$ cat src/psm_consts.svh
`ifndef PSM_CONSTS_SVH
`define PSM_CONSTS_SVH

// ==========================================================
// Register offsets
`define PSM_POWER_CONTROL_ADDR   8'h87
`define PSM_STAT_ADDR   8'h8e
`define PSM_WDC_ADDR    8'h8f

// ==========================================================
// Power control fields
`define PSM_B_IDLE      0
`define PSM_B_ARM       1
`define PSM_B_SLOW      4
`define PSM_B_IDLE_START_BIT      5
`define PSM_B_PDS       6

// ==========================================================
// Watchdog control fields
`define PSM_B_WSTART    0
`define PSM_B_WDCLR     2
`define PSM_B_OWCLR     3

// ==========================================================
// Reset values and timing counts
`define PSM_RDATA_RST   8'h00
`define PSM_MC_CLKS     12
`define PSM_HRST_MCS    2
`define PSM_SLOW_LAST   3'h7

`endif

$ cat src/psm_pkg.sv
package psm_pkg;

    // ======================================================
    // Operating modes
    typedef enum logic [2:0] {
        MD_RUN,
        MD_IDLE,
        MD_SWPD,
        MD_HRST,
        MD_HOFF,
        MD_HWAKE,
        MD_OWAIT
    } psm_mode_t;

    // ======================================================
    // Whole block state
    typedef struct packed {
        psm_mode_t  mode;
        logic [1:0] pse_s;
        logic [1:0] hsl_s;
        logic [1:0] osc_s;
        logic [3:0] mc;
        logic [2:0] div;
        logic [1:0] hcnt;
        logic       slow_req;
        logic       slow_on;
        logic       idle_arm;
        logic       pd_arm;
        logic       auto_wd;
        logic       wd_run;
        logic       wd_load;
        logic       wd_flag;
        logic       owd_flag;
        logic       cpu_en;
        logic       per_en;
        logic       wd_en;
        logic       osc_en;
        logic       float_p;
        logic       hold;
        logic       int_rst;
        logic       rc_sel;
        logic       idle_o;
        logic       swpd_o;
        logic [7:0] rdata;
    } psm_state_t;

endpackage : psm_pkg

$ cat src/psm_ctrl.sv
// How it works
// - Power-save pin high makes every software mode entry sequence ignored.
// - Power-save pin high at reset starts the watchdog as reset ends.
// - Power-save pin low lets software enter modes and start the watchdog.
// - Pin changes while running only gate software modes, not the watchdog.
// - Power-save pin never affects hardware power-down.
// - Software modes are chosen through the power control register at 87h.
// - Slow mode divides all derived clock enables by eight.
// - Slow bit set enters slow mode within two machine cycles; clear leaves.
// - Idle stops the processor clock, peripherals except watchdog keep running.
// - Any enabled interrupt ends idle and the processor resumes.
// - Reset ends idle; two machine cycles of reset suffice.
// - In idle ports hold, alternate outputs run, strobes stay high.
// - Power-down arm write, then start write; both bits clear themselves.
// - Start write is the last one executed; only reset leaves power-down.
// - Hard sleep pin sampled each machine cycle; low enters hardware power-down from run or idle, not from software power-down.
// - Hardware power-down first runs internal reset, stopping watchdog, clearing flag.
// - Then oscillators stop and pins float while the pin stays low.
// - On release pins leave float first, then oscillators restart.
// - Oscillator watchdog holds reset on RC clock until main oscillator runs.
// - Automatic watchdog start also applies when leaving hardware power-down.
// - Reset overrides hardware power-down; system keeps reset low meanwhile.
// - Power-save pin sampled only in reset for automatic watchdog start.
//
// The implementer's own choice: the address-and-strobe port.
`timescale 1ns/1ps
`default_nettype none
`include "psm_consts.svh"

module psm_ctrl
    import psm_pkg::*;
#(
    parameter int unsigned MC_CLKS  = `PSM_MC_CLKS,
    parameter int unsigned HRST_MCS = `PSM_HRST_MCS
) (
    input  wire logic       CLK,
    input  wire logic       RST,
    input  wire logic       CE,
    input  wire logic [7:0] ADDR,
    input  wire logic [7:0] WDATA,
    input  wire logic       WR,
    input  wire logic       RD,
    output var  logic [7:0] RDATA,
    input  wire logic       POWER_SAVE_ENABLE_PIN,
    input  wire logic       HARD_SLEEP_PIN_N,
    input  wire logic       MAIN_OSC_RUNNING,
    input  wire logic       IRQ_PENDING,
    input  wire logic       WDOG_TIMEOUT,
    output var  logic       CPU_CLK_EN,
    output var  logic       PERIPH_CLK_EN,
    output var  logic       WDOG_CLK_EN,
    output var  logic       SLOW_ACTIVE,
    output var  logic       OSC_EN,
    output var  logic       RC_CLK_SEL,
    output var  logic       INT_RESET,
    output var  logic       PINS_FLOAT,
    output var  logic       PORT_HOLD,
    output var  logic       STROBE_HOLD_HIGH,
    output var  logic       WDOG_RUN,
    output var  logic       WDOG_LOAD,
    output var  logic       WDOG_RESET_FLAG,
    output var  logic       OWD_FLAG,
    output var  logic       IDLE_ACTIVE,
    output var  logic       SWPD_ACTIVE
);

    // ======================================================
    // Parameter checks
    if (MC_CLKS < 2 || MC_CLKS > 16) begin : g_bad_mc
        $error("MC_CLKS must lie in 2..16");
    end
    if (HRST_MCS < 1 || HRST_MCS > 4) begin : g_bad_hrst
        $error("HRST_MCS must lie in 1..4");
    end

    localparam logic [3:0] MC_LAST   = 4'(MC_CLKS - 1);
    localparam logic [1:0] HRST_LAST = 2'(HRST_MCS - 1);

    // ======================================================
    // State
    psm_state_t s;
    psm_state_t n;

    logic mc_end;
    logic sw_ok;
    logic hw_busy;
    logic wr_ok;
    logic wr_power_control;
    logic wr_wdc;
    logic tick;

    always_comb begin
        n       = s;
        mc_end  = (s.mc == MC_LAST);
        sw_ok   = !s.pse_s[1];
        hw_busy = (s.mode == MD_HRST) || (s.mode == MD_HOFF)
               || (s.mode == MD_HWAKE) || (s.mode == MD_OWAIT);
        wr_ok   = WR && !hw_busy;
        wr_power_control = wr_ok && (ADDR == `PSM_POWER_CONTROL_ADDR);
        wr_wdc  = wr_ok && (ADDR == `PSM_WDC_ADDR);
        tick    = 1'b1;

        if (CE) begin
            // ==============================================
            // Pin synchronisers and cycle counters
            n.pse_s   = {s.pse_s[0], POWER_SAVE_ENABLE_PIN};
            n.hsl_s   = {s.hsl_s[0], HARD_SLEEP_PIN_N};
            n.osc_s   = {s.osc_s[0], MAIN_OSC_RUNNING};
            n.mc      = mc_end ? 4'h0 : s.mc + 4'h1;
            n.div     = s.div + 3'h1;
            n.wd_load = 1'b0;

            // ==============================================
            // Register reads
            n.rdata = `PSM_RDATA_RST;
            if (RD) begin
                case (ADDR)
                    `PSM_POWER_CONTROL_ADDR:
                        n.rdata = {3'h0, s.slow_req, 4'h0};
                    `PSM_STAT_ADDR:
                        n.rdata = {s.owd_flag, s.wd_flag, s.wd_run,
                                   s.auto_wd, s.pse_s[1], s.slow_on,
                                   s.mode == MD_IDLE, s.float_p};
                    `PSM_WDC_ADDR:
                        n.rdata = {4'h0, s.owd_flag, s.wd_flag,
                                   1'b0, s.wd_run};
                    default:
                        n.rdata = `PSM_RDATA_RST;
                endcase
            end

            // ==============================================
            // Power control writes and guarded sequences
            if (wr_ok) begin
                n.idle_arm = 1'b0;
                n.pd_arm   = 1'b0;
            end
            if (wr_power_control) begin
                if (!WDATA[`PSM_B_SLOW]) begin
                    n.slow_req = 1'b0;
                end else if (sw_ok) begin
                    n.slow_req = 1'b1;
                end
                if (sw_ok && WDATA[`PSM_B_IDLE]
                    && !WDATA[`PSM_B_IDLE_START_BIT]) begin
                    n.idle_arm = 1'b1;
                end
                if (sw_ok && WDATA[`PSM_B_ARM]
                    && !WDATA[`PSM_B_PDS]) begin
                    n.pd_arm = 1'b1;
                end
                if (sw_ok && s.mode == MD_RUN) begin
                    if (WDATA[`PSM_B_PDS] && s.pd_arm) begin
                        n.mode = MD_SWPD;
                    end else if (WDATA[`PSM_B_IDLE_START_BIT]
                                 && s.idle_arm) begin
                        n.mode = MD_IDLE;
                    end
                end
            end

            // ==============================================
            // Slow mode entry at a machine cycle boundary
            if (!s.slow_req) begin
                n.slow_on = 1'b0;
            end else if (mc_end) begin
                n.slow_on = 1'b1;
            end

            // ==============================================
            // Watchdog control
            if (wr_wdc) begin
                if (WDATA[`PSM_B_WSTART] && !s.wd_run) begin
                    n.wd_run  = 1'b1;
                    n.wd_load = 1'b1;
                end
                if (WDATA[`PSM_B_WDCLR]) begin
                    n.wd_flag = 1'b0;
                end
                if (WDATA[`PSM_B_OWCLR]) begin
                    n.owd_flag = 1'b0;
                end
            end
            if (WDOG_TIMEOUT && s.wd_run) begin
                n.wd_flag = 1'b1;
            end

            // ==============================================
            // Mode sequencing
            case (s.mode)
                MD_RUN: begin
                end
                MD_IDLE: begin
                    if (IRQ_PENDING) begin
                        n.mode = MD_RUN;
                    end
                end
                MD_SWPD: begin
                    n.mode = MD_SWPD;
                end
                MD_HRST: begin
                    if (mc_end) begin
                        if (s.hcnt == HRST_LAST) begin
                            n.mode = MD_HOFF;
                            n.hcnt = 2'h0;
                        end else begin
                            n.hcnt = s.hcnt + 2'h1;
                        end
                    end
                end
                MD_HOFF: begin
                    if (mc_end && s.hsl_s[1]) begin
                        n.mode = MD_HWAKE;
                    end
                end
                MD_HWAKE: begin
                    n.mode = MD_OWAIT;
                end
                MD_OWAIT: begin
                    if (s.osc_s[1]) begin
                        n.mode     = MD_RUN;
                        n.owd_flag = 1'b1;
                        if (s.auto_wd) begin
                            n.wd_run  = 1'b1;
                            n.wd_load = 1'b1;
                        end
                    end
                end
                default: begin
                    n.mode = MD_RUN;
                end
            endcase

            // Hard sleep detect, independent of power-save pin
            if (mc_end && !s.hsl_s[1]
                && (s.mode == MD_RUN || s.mode == MD_IDLE)) begin
                n.mode     = MD_HRST;
                n.hcnt     = 2'h0;
                n.wd_run   = 1'b0;
                n.wd_flag  = 1'b0;
                n.wd_load  = 1'b0;
                n.slow_req = 1'b0;
                n.slow_on  = 1'b0;
                n.idle_arm = 1'b0;
                n.pd_arm   = 1'b0;
            end

            // ==============================================
            // Clock enables and pin controls
            tick = !n.slow_on || (n.div == `PSM_SLOW_LAST);
            n.cpu_en  = tick && (n.mode == MD_RUN);
            n.per_en  = tick && (n.mode == MD_RUN
                                 || n.mode == MD_IDLE);
            n.wd_en   = tick && n.wd_run
                        && (n.mode == MD_RUN);
            n.hold    = (n.mode == MD_IDLE);
            n.float_p = (n.mode == MD_HOFF);
            n.osc_en  = (n.mode != MD_HOFF)
                        && (n.mode != MD_HWAKE)
                        && (n.mode != MD_SWPD);
            n.int_rst = (n.mode == MD_HRST)
                        || (n.mode == MD_HWAKE)
                        || (n.mode == MD_OWAIT);
            n.rc_sel  = (n.mode == MD_OWAIT);
            n.idle_o  = (n.mode == MD_IDLE);
            n.swpd_o  = (n.mode == MD_SWPD);
        end

        // ==================================================
        // Reset, overriding every mode
        if (RST) begin
            n          = '0;
            n.mode     = MD_RUN;
            n.pse_s    = {s.pse_s[0], POWER_SAVE_ENABLE_PIN};
            n.hsl_s    = {s.hsl_s[0], HARD_SLEEP_PIN_N};
            n.osc_s    = {s.osc_s[0], MAIN_OSC_RUNNING};
            n.auto_wd  = s.pse_s[1];
            n.wd_run   = s.pse_s[1];
            n.osc_en   = 1'b1;
            n.rdata    = `PSM_RDATA_RST;
        end
    end

    always_ff @(posedge CLK) begin
        s <= n;
    end

    // ======================================================
    // Outputs
    assign RDATA            = s.rdata;
    assign CPU_CLK_EN       = s.cpu_en;
    assign PERIPH_CLK_EN    = s.per_en;
    assign WDOG_CLK_EN      = s.wd_en;
    assign SLOW_ACTIVE      = s.slow_on;
    assign OSC_EN           = s.osc_en;
    assign RC_CLK_SEL       = s.rc_sel;
    assign INT_RESET        = s.int_rst;
    assign PINS_FLOAT       = s.float_p;
    assign PORT_HOLD        = s.hold;
    assign STROBE_HOLD_HIGH = s.hold;
    assign WDOG_RUN         = s.wd_run;
    assign WDOG_LOAD        = s.wd_load;
    assign WDOG_RESET_FLAG  = s.wd_flag;
    assign OWD_FLAG         = s.owd_flag;
    assign IDLE_ACTIVE      = s.idle_o;
    assign SWPD_ACTIVE      = s.swpd_o;

endmodule : psm_ctrl
`default_nettype wire

$ cat config.mk
export PLATFORM = sky130hd
export DESIGN_NAME = psm_ctrl
export DESIGN_NICKNAME = d
export VERILOG_FILES = /design/src/psm_pkg.sv /design/src/psm_ctrl.sv
export VERILOG_INCLUDE_DIRS = /design/src
export SDC_FILE = /design/constraint.sdc
export NUM_CORES = 1
export LEC_CHECK = 0
export ABC_CLOCK_PERIOD_IN_PS = 2100
export BUFFER_PORTS_ARGS = -buffer_cell sky130_fd_sc_hd__buf_2
export CORE_MARGIN = 10
export CORE_UTILIZATION = 45
export DETAILED_ROUTE_END_ITERATION = 8
export GPL_TIMING_DRIVEN = 0
export PLACE_DENSITY = 0.68
export SYNTH_ARGS = -nofsm -noshare
export SYNTH_HDL_FRONTEND = slang
export SYNTH_SLANG_ARGS = --single-unit
$ cat constraint.sdc
create_clock -name CLK -period 2.1 [get_ports CLK]
set_input_delay 0.525 -clock CLK [delete_from_list [all_inputs] [get_ports CLK]]
set_output_delay 0.525 -clock CLK [all_outputs]
set_load 0.005 [all_outputs]
# Word level (Yosys, flattened, before mapping)
# Index checks and enable logic that the tools add are counted.
[word_totals]
ff_bits = 44
latchBits = 0
ram_bits = 0
mem_bits_ro = 0
input_bits = 26
output_inout_bits = 24
elab_cells = 142
n_memories = 0
[classes]
n_addsub = 3
multipliers = 0
div_mod_pow = 0
order_cmp = 0
eq_ne = 27
shifts = 0
mux = 44
bitwise = 0
reduce_logical = 42
[op_table]
columns = ["operator", "n"]
rows = [
  ["two-way mux 42 bit", 1],
  ["two-way mux 3 bit", 13],
  ["== test 8 bit (second input constant)", 3],
  ["case mux 8 bit (3 select lines)", 1],
  ["two-way mux 22 bit", 1],
  ["== test 3 bit (second input constant)", 7],
  ["logical AND 1 bit", 21],
  ["case mux 3 bit (7 select lines)", 1],
  ["two-way mux 19 bit", 1],
  ["two-way mux 2 bit", 9],
  ["== test 3 x 2 -> 1 bit (second input constant)", 4],
  ["two-way mux 1 bit", 12],
  ["two-way mux 6 bit", 2],
  ["inequality test 3 x 1 -> 1 bit (second input constant)", 3],
  ["AND reduction 3 bit", 3],
  ["logical OR 1 bit", 8],
  ["two-way mux 4 bit", 2],
  ["two-way mux 8 bit", 1],
  ["inequality test 4 x 1 -> 1 bit (second input constant)", 2],
  ["logical NOT 1 bit", 7],
  ["== test 3 x 1 -> 1 bit (second input constant)", 2],
  ["logical NOT 3 bit", 2],
  ["inequality test 3 bit (second input constant)", 2],
  ["adder 4 x 1 -> 4 bit (second input constant)", 1],
  ["other kinds (7)", 7],
]

# Depth between registers and ports, before layout
# Gate-level depths: netlist (run 1).
[logic_depth]
ltp_word = 18
mapped_depth = 7
depth_no_buf = 6

# Worst setup path before layout (run 1)
# No wires, ideal clock.
[synth_timing]
kind = "in2reg"
start = "input ADDR[0]"
end = "register s, in the netlist WDOG_CLK_EN"
setup_time_ns = 0.116
t_arrival_ns = 1.658
slack_ns = 0.326
stages = 6
path_cell_list = "buf_2 -> and4bb_2 -> nand2_1 -> o21a_1 -> or2_4 -> a41o_1"
[synth_between]
elab_chain_cells = 10
[synth_lines]
columns = ["element", "line_no", "rtl"]
rows = [
  ["start: declaration", "psm_ctrl.sv:39", "input wire logic [7:0] ADDR,"],
  ["== test 8 bit", "n/a", ""],
  ["logical AND 1 bit (on tied branches)", "psm_ctrl.sv:99, psm_ctrl.sv:100", ""],
  ["two-way mux 3 bit / two-way mux 4 bit (equally long branches)", "psm_ctrl.sv:138, psm_ctrl.sv:172", ""],
  ["two-way mux 3 bit / two-way mux 2 bit (equally long branches)", "psm_ctrl.sv:203, psm_ctrl.sv:223", ""],
  ["two-way mux 3 bit / two-way mux 2 bit (equally long branches)", "psm_ctrl.sv:202, psm_ctrl.sv:220", ""],
  ["case mux 3 bit (7 select lines) / two-way mux 2 bit (equally long branches)", "psm_ctrl.sv:190", "case (s.mode)"],
  ["two-way mux 3 bit", "psm_ctrl.sv:235", "if (mc_end && !s.hsl_s[1]"],
  ["two-way mux 3 bit", "psm_ctrl.sv:103", "if (CE) begin"],
  ["logical NOT 3 bit / logical AND 1 bit (equally long branches)", "psm_ctrl.sv:255, psm_ctrl.sv:254", ""],
  ["logical AND 1 bit (*)", "psm_ctrl.sv:255", "&& (n.mode == MD_RUN);"],
  ["end signal: assignment", "psm_ctrl.sv:285", "s <= n;"],
  ["end: declaration", "psm_ctrl.sv:81", "psm_state_t s;"],
]
# Mark *: on every way between the ends. The rest lies on a longest branch, timed or not. The select of a mux whose other input is x is not followed.
# A chain may end at the register's enable or synchronous reset.

# Final worst setup path (run 1)
[layout_timing]
start = "register s[32] in the netlist's numbering"
end = "register s, in the netlist INT_RESET"
[layout_between]
elab_chain_cells = 9
[layout_lines]
columns = ["element", "line_no", "rtl"]
rows = [
  ["== test 4 bit (*)", "psm_ctrl.sv:94", "mc_end = (s.mc == MC_LAST);"],
  ["logical AND 1 bit", "psm_ctrl.sv:212", "if (mc_end && s.hsl_s[1]) begin"],
  ["two-way mux 3 bit", "psm_ctrl.sv:212", ""],
  ["case mux 3 bit (7 select lines)", "psm_ctrl.sv:190", ""],
  ["two-way mux 3 bit (*)", "psm_ctrl.sv:235", ""],
  ["two-way mux 3 bit (*)", "psm_ctrl.sv:103", ""],
  ["== test 3 x 2 -> 1 bit / == test 3 bit (equally long branches)", "psm_ctrl.sv:261, psm_ctrl.sv:262", ""],
  ["logical OR 1 bit", "psm_ctrl.sv:262", "|| (n.mode == MD_HWAKE)"],
  ["logical OR 1 bit (*)", "psm_ctrl.sv:263", "|| (n.mode == MD_OWAIT);"],
]
# Marks and branches as above.

==> impl_metrics.env, run 1 <==
export IMPL_syn_area_per_cell_um2=9.25
export IMPL_internal_power_mw=1.38
export IMPL_maxCapViolCount=0
export IMPL_grt_total_usage=0.136
export IMPL_gp_congestion=0.832
export IMPL_place_area_mm2=0.00254
export IMPL_reg2reg_to="INT_RESET"
export IMPL_status="finished, final reports clean"
export IMPL_final_common_cell="buf_2"
export IMPL_hold_violations=0
export IMPL_die_w_um=90.4
export IMPL_setup_violations=0
export IMPL_routed_via_density=5.39
export IMPL_yosys_warnings=0
export IMPL_drtPass1Iterations=5
export IMPL_vias=1952
export IMPL_grt_max_degree=15
export IMPL_place_hpwl_um=4350
export IMPL_drtAntennaViolNets=0
export IMPL_met2_usage=0.206
export IMPL_cts_buffers_inserted=5
export IMPL_drt_initial_drc_count=136
export IMPL_whs_endpoint="s[28]"
export IMPL_p_leak_nw=1.15
export IMPL_finalCritPeriodShare=0.957
export IMPL_insertion_delay_ps=290
export IMPL_instances_no_fill=362
export IMPL_rsz0062_at_grt="no"
export IMPL_min_path_type="reg -> reg"
export IMPL_dp_cells=354
export IMPL_drive_above_1_share=0.285
export IMPL_antenna_cells_inserted=0
export IMPL_cts_tree="done"
export IMPL_drv_slew=0
export IMPL_io_buffers=46
export IMPL_cp_startpoint="s[32]"
export IMPL_r2r_slack_ps=90
export IMPL_core_area_mm2=0.00475
export IMPL_fmax_ghz=0.498
export IMPL_synthesis_area_mm2=0.00223
export IMPL_holdBufCountCts=0
export IMPL_layout_min_cycle_time_ps=2010
export IMPL_ios=50
export IMPL_power_mw=1.81
export IMPL_htreeDepth=2
export IMPL_overflow=0
export IMPL_cp_data_arrival_time_ps=2190
export IMPL_tns_ps=0
export IMPL_grt_pass1_vias=1883
export IMPL_end_kind="flop"
export IMPL_cts_sinks=44
export IMPL_grt_use_met1=0.177
export IMPL_rows=25
export IMPL_p_comb_frac=0.110
export IMPL_areaGrowthSynthToFinish_pct=19.8
export IMPL_synth_edf_count=8
export IMPL_wl_per_cell_um=15.8
export IMPL_fin_skew_ps=5.16
export IMPL_stdcell_area_mm2=0.00267
export IMPL_final_cell_mix="49 x buf_2, 36 x dfxtp_1, 29 x nand2_1"
export IMPL_synth_nets=270
export IMPL_cp_start_kind="flop"
export IMPL_worst_ep_required_time_ps=2280
export IMPL_clk_pin_slew_worst_paths_ps=80
export IMPL_p_per_area_mw_per_mm2=678
export IMPL_ys_types=57
export IMPL_start_util=0.469
export IMPL_design_die_area_mm2=0.00817
export IMPL_antenna_found_initial=0
export IMPL_worst_slew_pin_slew_ps=577
export IMPL_cts_max_path_buffers=2
export IMPL_hold_worst_slack_ps=448
export IMPL_ys_seq_area_frac=0.431
export IMPL_relSlewSlack=0.615
export IMPL_final_nets=323
export IMPL_ys_dominant_reg_cell="dfxtp_1"
export IMPL_use_met3=0.0416
export IMPL_synthCells=241
export IMPL_netSwitchingFraction=0.240
export IMPL_hp_start="s[28]"
export IMPL_synth_seq_cells=44
export IMPL_reg2reg_depth=7
export IMPL_async_flop_share=0
export IMPL_critPathKind="reg -> reg"
export IMPL_drc=0
export IMPL_r2r_start="s[32]"
export IMPL_power_frac_seq=0.515
export IMPL_vdd_drop_max_mv=0.413
export IMPL_clockPowerShare=0.375
export IMPL_path_max_fanout=10
export IMPL_cts_root_buffer="clkbuf_8"
export IMPL_die_h_um=90.4
export IMPL_wirelength_um=5710
export IMPL_holdPathStages=1
export IMPL_grt_pass1_wl_um=9240
export IMPL_grt_busiest_layer="met2"
export IMPL_p_switching_mw=0.435
-- critical path, stage by stage (launching register included) --
cell and delay, ps:
dfxtp_1 390, ha_1 220, and3b_1 240, buf_6 170, nand2_2 70, a211oi_2 260, o21ai_1 170, a311o_1 390
-- cell families after synthesis --
family          count (synthesis)  share of synthesized area
simple gates                   97                      0.240
compound gates                 61                      0.200
flops                          44                      0.431
buf+inv                        27                     0.0741
mux                             6                     0.0269
xor+xnor                        3                     0.0118
fa+ha+maj                       3                     0.0168
-- cell type report --
class                           count  area [um2]
Sequential cell                    44         961
Clock inverter                      2        38.8
Tap cell                           67        83.8
Fill cell                         456        2080
Multi-Input combinational cell    170        1110
Clock buffer                        6        82.6
Buffer                             22         146
Timing Repair Buffer               46         230
Inverter                            5        18.8
-- synthesized netlist by cell type, drive strengths merged, types with 2 or more instances --
cell    number  area (um2)
a32oi        2        25.0
edfxtp       8         240
a21oi       14        73.8
a21o         2        15.0
buf         18         131
nand3b       4        30.0
nand2       30         115
nor2        19        71.3
nand2b       4        25.0
o21ai       14        70.1
and3b        3        27.5
ha           3        37.5
a311oi       2        30.0
a211oi       5        42.5
a22oi        2        15.0
dfxtp       36         721
nor2b        7        43.8
mux2i        6        60.1
xor2         2        17.5
a22o         7        61.3
nor3         8        40.0
and4bb       3        37.5
clkbuf       4        15.0
nand3        4        20.0
a311o        2        20.0
inv          5        18.8
o31ai        2        15.0
nand4        4        25.0
and2         2        12.5
or2b         2        15.0
-- registers in the layout (all words and copies together) (netlist names) --
register         flops
OSC_EN               1
SWPD_ACTIVE          1
WDOG_LOAD            1
PERIPH_CLK_EN        1
RDATA                8
PINS_FLOAT           1
WDOG_RESET_FLAG      1
WDOG_CLK_EN          1
RC_CLK_SEL           1
IDLE_ACTIVE          1
CPU_CLK_EN           1
WDOG_RUN             1
OWD_FLAG             1
s                   22
SLOW_ACTIVE          1
INT_RESET            1
-- metrics by stage --
step	utilization	setup slack, ps
4_1_cts	0.561	104
3_5_place_dp	0.535	27.7
6_report	0.562	91.0
2_1_floorplan	-	326
5_1_grt	0.562	4.91
3_3_place_gp	0.535	25.5
-- metal layers --
metal  wire, um  vias to the layer above
met2       2440                       70
met1       2770                      900
met3        369                       12
met4        133                        0
met5          0                        -
li1           -                      970
-- worst max path at each step --
stage	slack, ps	cells after the start	end
2_1_floorplan	330	6	WDOG_CLK_EN
3_3_place_gp	30	4	WDOG_RUN
3_5_place_dp	30	4	WDOG_RUN
4_1_cts	100	6	WDOG_CLK_EN
5_1_grt	5	7	WDOG_CLK_EN
6_report	90	7	INT_RESET
-- power groups by stage --
stage / Sequential, mW / Clock, mW / Combinational (mW)
2_1_floorplan: 0.943 / 0 / 0.125
3_3_place_gp: 0.951 / 0 / 0.195
3_5_place_dp: 0.952 / 0 / 0.197
4_1_cts: 0.932 / 0.693 / 0.199
5_1_grt: 0.938 / 0.725 / 0.222
6_report: 0.932 / 0.680 / 0.200
-- timing repair --
item / 4_1_cts / 5_1_grt
resized for setup: 0 / 1
buffers inserted: 0 / 0
endpoints found under the setup margin: 0 / 2
(Power assumes the default switching activity.)
==> run 2, diff against run 1 <==
Settings changed: CORE_UTILIZATION 45 to 54, GPL_TIMING_DRIVEN 0 to unset, PLACE_DENSITY 0.68 to 0.8.
==> run 2 against run 1 <==
Non-clock buffer count shrank 8. Clock power shrank 18%. Clock skew is essentially flat. Sequential share of layout area grew 1.4 points. Combinational power shrank 3%. Clock-buffer cell count is the same. Register-to-register slack gained 80 ps. Via count grew 1.5%. Critical path type unchanged. Critical endpoint is now WDOG_CLK_EN. Largest power group unchanged.
==> impl_metrics.env, run 2 (same netlist as run 1, synthesis figures left out) <==
export IMPL_status="finished, final reports clean"
export IMPL_antenna_cells_inserted=0
export IMPL_rows=23
export IMPL_ios=50
export IMPL_io_buffers=48
export IMPL_holdPathStages=1
export IMPL_reg2reg_to="WDOG_CLK_EN"
export IMPL_dp_cells=329
export IMPL_cts_tree="done"
export IMPL_reg2reg_depth=5
export IMPL_largest_register_ff_count=22
export IMPL_fin_skew_ps=4.86
export IMPL_cts_max_path_buffers=2
export IMPL_final_cell_mix="48 x buf_2, 36 x dfxtp_1, 29 x nand2_1"
export IMPL_instances_no_fill=337
export IMPL_cp_start_kind="flop"
export IMPL_p_per_area_mw_per_mm2=657
export IMPL_worst_slew_pin_slew_ps=542
export IMPL_post_route_util=0.642
export IMPL_wirelength_um=5430
export IMPL_worst_ep_required_time_ps=2350
export IMPL_drv_slew=0
export IMPL_holdBufCountCts=0
export IMPL_maxCapViolCount=0
export IMPL_r2r_start="s[43]"
export IMPL_areaGrowthSynthToFinish_pct=15.2
export IMPL_drc=0
export IMPL_final_common_cell="buf_2"
export IMPL_cp_data_arrival_time_ps=2180
export IMPL_tns_ps=0
export IMPL_hold_violations=0
export IMPL_critPathKind="reg -> reg"
export IMPL_relSlewSlack=0.638
export IMPL_path_max_fanout=15
export IMPL_rsz0062_at_grt="no"
export IMPL_vias=1982
export IMPL_gp_congestion=0.930
export IMPL_core_area_mm2=0.00400
export IMPL_drtAntennaViolNets=0
export IMPL_cts_root_buffer="clkbuf_8"
export IMPL_grt_max_degree=17
export IMPL_place_area_mm2=0.00248
export IMPL_hp_start="s[28]"
export IMPL_fmax_ghz=0.518
export IMPL_place_hpwl_um=4160
export IMPL_postCtsSetupRepairBufs=0
export IMPL_clk_pin_slew_worst_paths_ps=80
export IMPL_drtPass1Iterations=5
export IMPL_die_w_um=84.3
export IMPL_end_kind="flop"
export IMPL_layout_min_cycle_time_ps=1930
export IMPL_cts_sinks=44
export IMPL_insertion_delay_ps=300
export IMPL_r2r_slack_ps=170
export IMPL_vdd_drop_max_mv=0.547
export IMPL_start_util=0.557
export IMPL_drive_above_1_share=0.282
export IMPL_stdcell_area_mm2=0.00257
export IMPL_ctsResizeCount=0
export IMPL_grt_total_usage=0.151
export IMPL_grt_pass1_vias=1852
export IMPL_largest_register="s"
export IMPL_antenna_found_initial=0
export IMPL_overflow=0
export IMPL_routed_via_density=5.88
export IMPL_setup_violations=0
export IMPL_cts_buffers_inserted=5
export IMPL_die_h_um=84.3
export IMPL_p_leak_nw=1.11
export IMPL_wl_per_cell_um=16.1
export IMPL_drt_initial_drc_count=198
export IMPL_grt_pass1_wl_um=9010
export IMPL_cp_startpoint="s[43]"
export IMPL_design_die_area_mm2=0.00710
export IMPL_htreeDepth=2
export IMPL_whs_endpoint="s[28]"
export IMPL_min_path_type="reg -> reg"
export IMPL_finalCritPeriodShare=0.919
export IMPL_final_nets=315
run 2: layer usage:
| metal | wire, um | up-vias | share of wire | global-route usage |
|---|---|---|---|---|
| li1 | - | 952 | - | - |
| met1 | 2280 | 936 | 0.42 | 0.186 |
| met2 | 2570 | 84 | 0.47 | 0.238 |
| met3 | 520 | 10 | 0.096 | 0.0589 |
| met4 | 64 | 0 | 0.012 | 0.0472 |
| met5 | 0 | - | 0 | 0 |
run 2: power breakdown:
| part | internal [mW] | switching, mW | total [mW] |
|---|---|---|---|
| registers | 0.899 | 0.0394 | 0.938 |
| clock network | 0.263 | 0.292 | 0.555 |
| logic | 0.0924 | 0.102 | 0.194 |
| total | 1.25 | 0.433 | 1.69 |
run 2: metrics by stage:
| step | hold WS, ps | setup WS (ps) | power [mW] |
|---|---|---|---|
| after floorplan | 423 | 326 | 1.07 |
| after global placement | 429 | 227 | 1.14 |
| after detailed placement | 438 | 216 | 1.15 |
| after CTS | 450 | 203 | 1.69 |
| after global routing | 470 | 54.5 | 1.76 |
| final | 450 | 171 | 1.69 |
run 2: layout make-up:
class	count	area (um2)
timing repair buffer	60	330
sequential	44	961
fill	344	1430
clock inverter	2	10.0
multi-input combinational	170	1100
clock buffer	6	82.6
inverter	5	18.8
tap	50	62.6
run 2: critical path: stages (launching register included):
cell and delay [ps]:
dfxtp_1 670, o21ai_0 210, a32oi_2 320, nand2_1 130, a311oi_2 320, a41o_1 220
run 2: how the worst max path moves through the flow:
stage	end	slack, ps	cells after the start
after floorplan	WDOG_CLK_EN	330	6
after global placement	RDATA[1]	230	6
after detailed placement	RDATA[1]	220	6
after CTS	PINS_FLOAT	200	7
after global routing	INT_RESET	50	6
final	WDOG_CLK_EN	170	5
==> run 3, diff against run 2 <==
Settings changed: CORE_UTILIZATION 54 to 53, PLACE_DENSITY 0.8 to 0.82.
==> run 3 against run 2 <==
Wire length decreased by 0.44%. Via count shrank 3.7%. Sequential cell count did not move. Die area is 1.4% higher. Largest power group unchanged. Highest routed layer unchanged.
==> impl_metrics.env, run 3 (same netlist as run 1, synthesis figures left out) <==
export IMPL_drive_above_1_share=0.280
export IMPL_critPathCapture="WDOG_CLK_EN"
export IMPL_hold_violations=0
export IMPL_ios=50
export IMPL_cp_startpoint="s[44]"
export IMPL_instances_no_fill=336
export IMPL_io_buffers=48
export IMPL_drtPass1Iterations=4
export IMPL_setup_violations=0
export IMPL_final_nets=314
export IMPL_largest_register_ff_count=22
export IMPL_fmax_ghz=0.515
export IMPL_drv_slew=0
export IMPL_holdBufCountCts=0
export IMPL_vdd_drop_max_mv=0.495
export IMPL_cts_buffers_inserted=5
export IMPL_met2_usage=0.241
export IMPL_overflow=0
export IMPL_p_per_area_mw_per_mm2=686
export IMPL_wl_per_cell_um=16.1
export IMPL_grt_use_met1=0.190
export IMPL_relSlewSlack=0.649
export IMPL_finalCritPeriodShare=0.925
export IMPL_reg2reg_to="WDOG_CLK_EN"
export IMPL_path_depth=5
export IMPL_cp_data_arrival_time_ps=2190
export IMPL_reg2reg_depth=5
export IMPL_wirelength_um=5410
export IMPL_worst_ep_required_time_ps=2350
export IMPL_cts_max_path_buffers=2
export IMPL_design_die_area_mm2=0.00720
export IMPL_place_hpwl_um=4070
export IMPL_r2r_start="s[44]"
export IMPL_holdPathStages=1
export IMPL_clk_pin_slew_worst_paths_ps=80
export IMPL_areaGrowthSynthToFinish_pct=15.6
export IMPL_worst_slew_pin_slew_ps=526
export IMPL_grt_pass1_vias=1839
export IMPL_maxCapViolCount=0
export IMPL_grt_pass1_wl_um=9170
export IMPL_insertion_delay_ps=300
export IMPL_routed_via_density=5.68
export IMPL_r2r_slack_ps=160
export IMPL_rsz0062_at_grt="no"
export IMPL_rows=23
export IMPL_power_mw=1.77
export IMPL_tns_ps=0
export IMPL_grt_total_usage=0.151
export IMPL_p_leak_nw=1.11
export IMPL_gp_congestion=0.919
export IMPL_antenna_cells_inserted=0
export IMPL_stdcell_area_mm2=0.00258
export IMPL_largest_register="s"
export IMPL_status="finished, final reports clean"
export IMPL_min_path_type="reg -> reg"
export IMPL_path_max_fanout=13
export IMPL_htreeDepth=2
export IMPL_end_kind="flop"
export IMPL_final_common_cell="buf_2"
export IMPL_start_util=0.553
export IMPL_final_cell_mix="48 x buf_2, 36 x dfxtp_1, 29 x nand2_1"
export IMPL_grt_max_degree=19
export IMPL_cpPeakStageDelay_ps=610
export IMPL_drtAntennaViolNets=0
export IMPL_die_h_um=84.9
export IMPL_critical_path_buf_inv_count=0
export IMPL_fillerInstances=343
export IMPL_fin_skew_ps=10.1
export IMPL_grt_busiest_layer="met2"
export IMPL_cp_top_family="compound AO/OA/AOI/OAI gates"
export IMPL_cp_cell_sequence="and3b_2, a32oi_2, nand2_1, a311oi_2, a41o_1"
export IMPL_cts_sinks=44
export IMPL_cts_tree="done"
export IMPL_use_met3=0.0583
export IMPL_drc=0
export IMPL_antenna_found_initial=0
export IMPL_drt_initial_drc_count=279
export IMPL_layout_min_cycle_time_ps=1940
export IMPL_die_w_um=84.9
export IMPL_core_area_mm2=0.00403
export IMPL_place_area_mm2=0.00247
export IMPL_critPathKind="reg -> reg"
export IMPL_dp_cells=328
export IMPL_vias=1909
export IMPL_cp_start_kind="flop"
export IMPL_cts_root_buffer="clkbuf_8"
export IMPL_cpMaxStageDelayCell="dfxtp_1"
[run 3: metal layers]
| layer | part of all wire | vias up |
|---|---|---|
| met3 | 0.090 | 7 |
| met2 | 0.45 | 64 |
| li1 | - | 947 |
| met4 | 0.0081 | 0 |
| met1 | 0.45 | 891 |
| met5 | 0 | - |
[run 3: how the worst min path moves through the flow]
stage,startpoint,to,slack (ps)
2_1_floorplan,s[24],s[24],420
3_3_place_gp,RDATA[2],RDATA[2],430
3_5_place_dp,s[28],s[28],450
4_1_cts,s[28],s[28],460
5_1_grt,s[28],s[28],470
6_report,s[28],s[28],450
[run 3: cell type report]
type	count	area, um2	share of cell area
Inverter	5	18.8	0.00728
Timing Repair Buffer	59	323	0.125
Tap cell	50	62.6	0.0243
Clock buffer	6	72.6	0.0282
Multi-Input combinational cell	170	1100	0.429
Clock inverter	2	35.0	0.0136
Sequential cell	44	961	0.373
[run 3: where the power goes]
part | leakage (nW) | internal [mW] | switching, mW
clock network | 0.0552 | 0.353 | 0.285
logic | 0.674 | 0.0912 | 0.101
registers | 0.376 | 0.899 | 0.0391
[run 3: timing repair]
action,4_1_cts,5_1_grt
endpoints found under the setup margin,0,1
resized for setup,0,1
setup buffers,0,0
[run 3: per-stage QoR]
stage	util	setup slack, ps	hold slack, ps
final	0.640	157	454
after global routing	0.640	27.3	467
after CTS	0.639	160	458
after detailed placement	0.613	178	447
after global placement	0.613	205	431
after floorplan	-	326	423
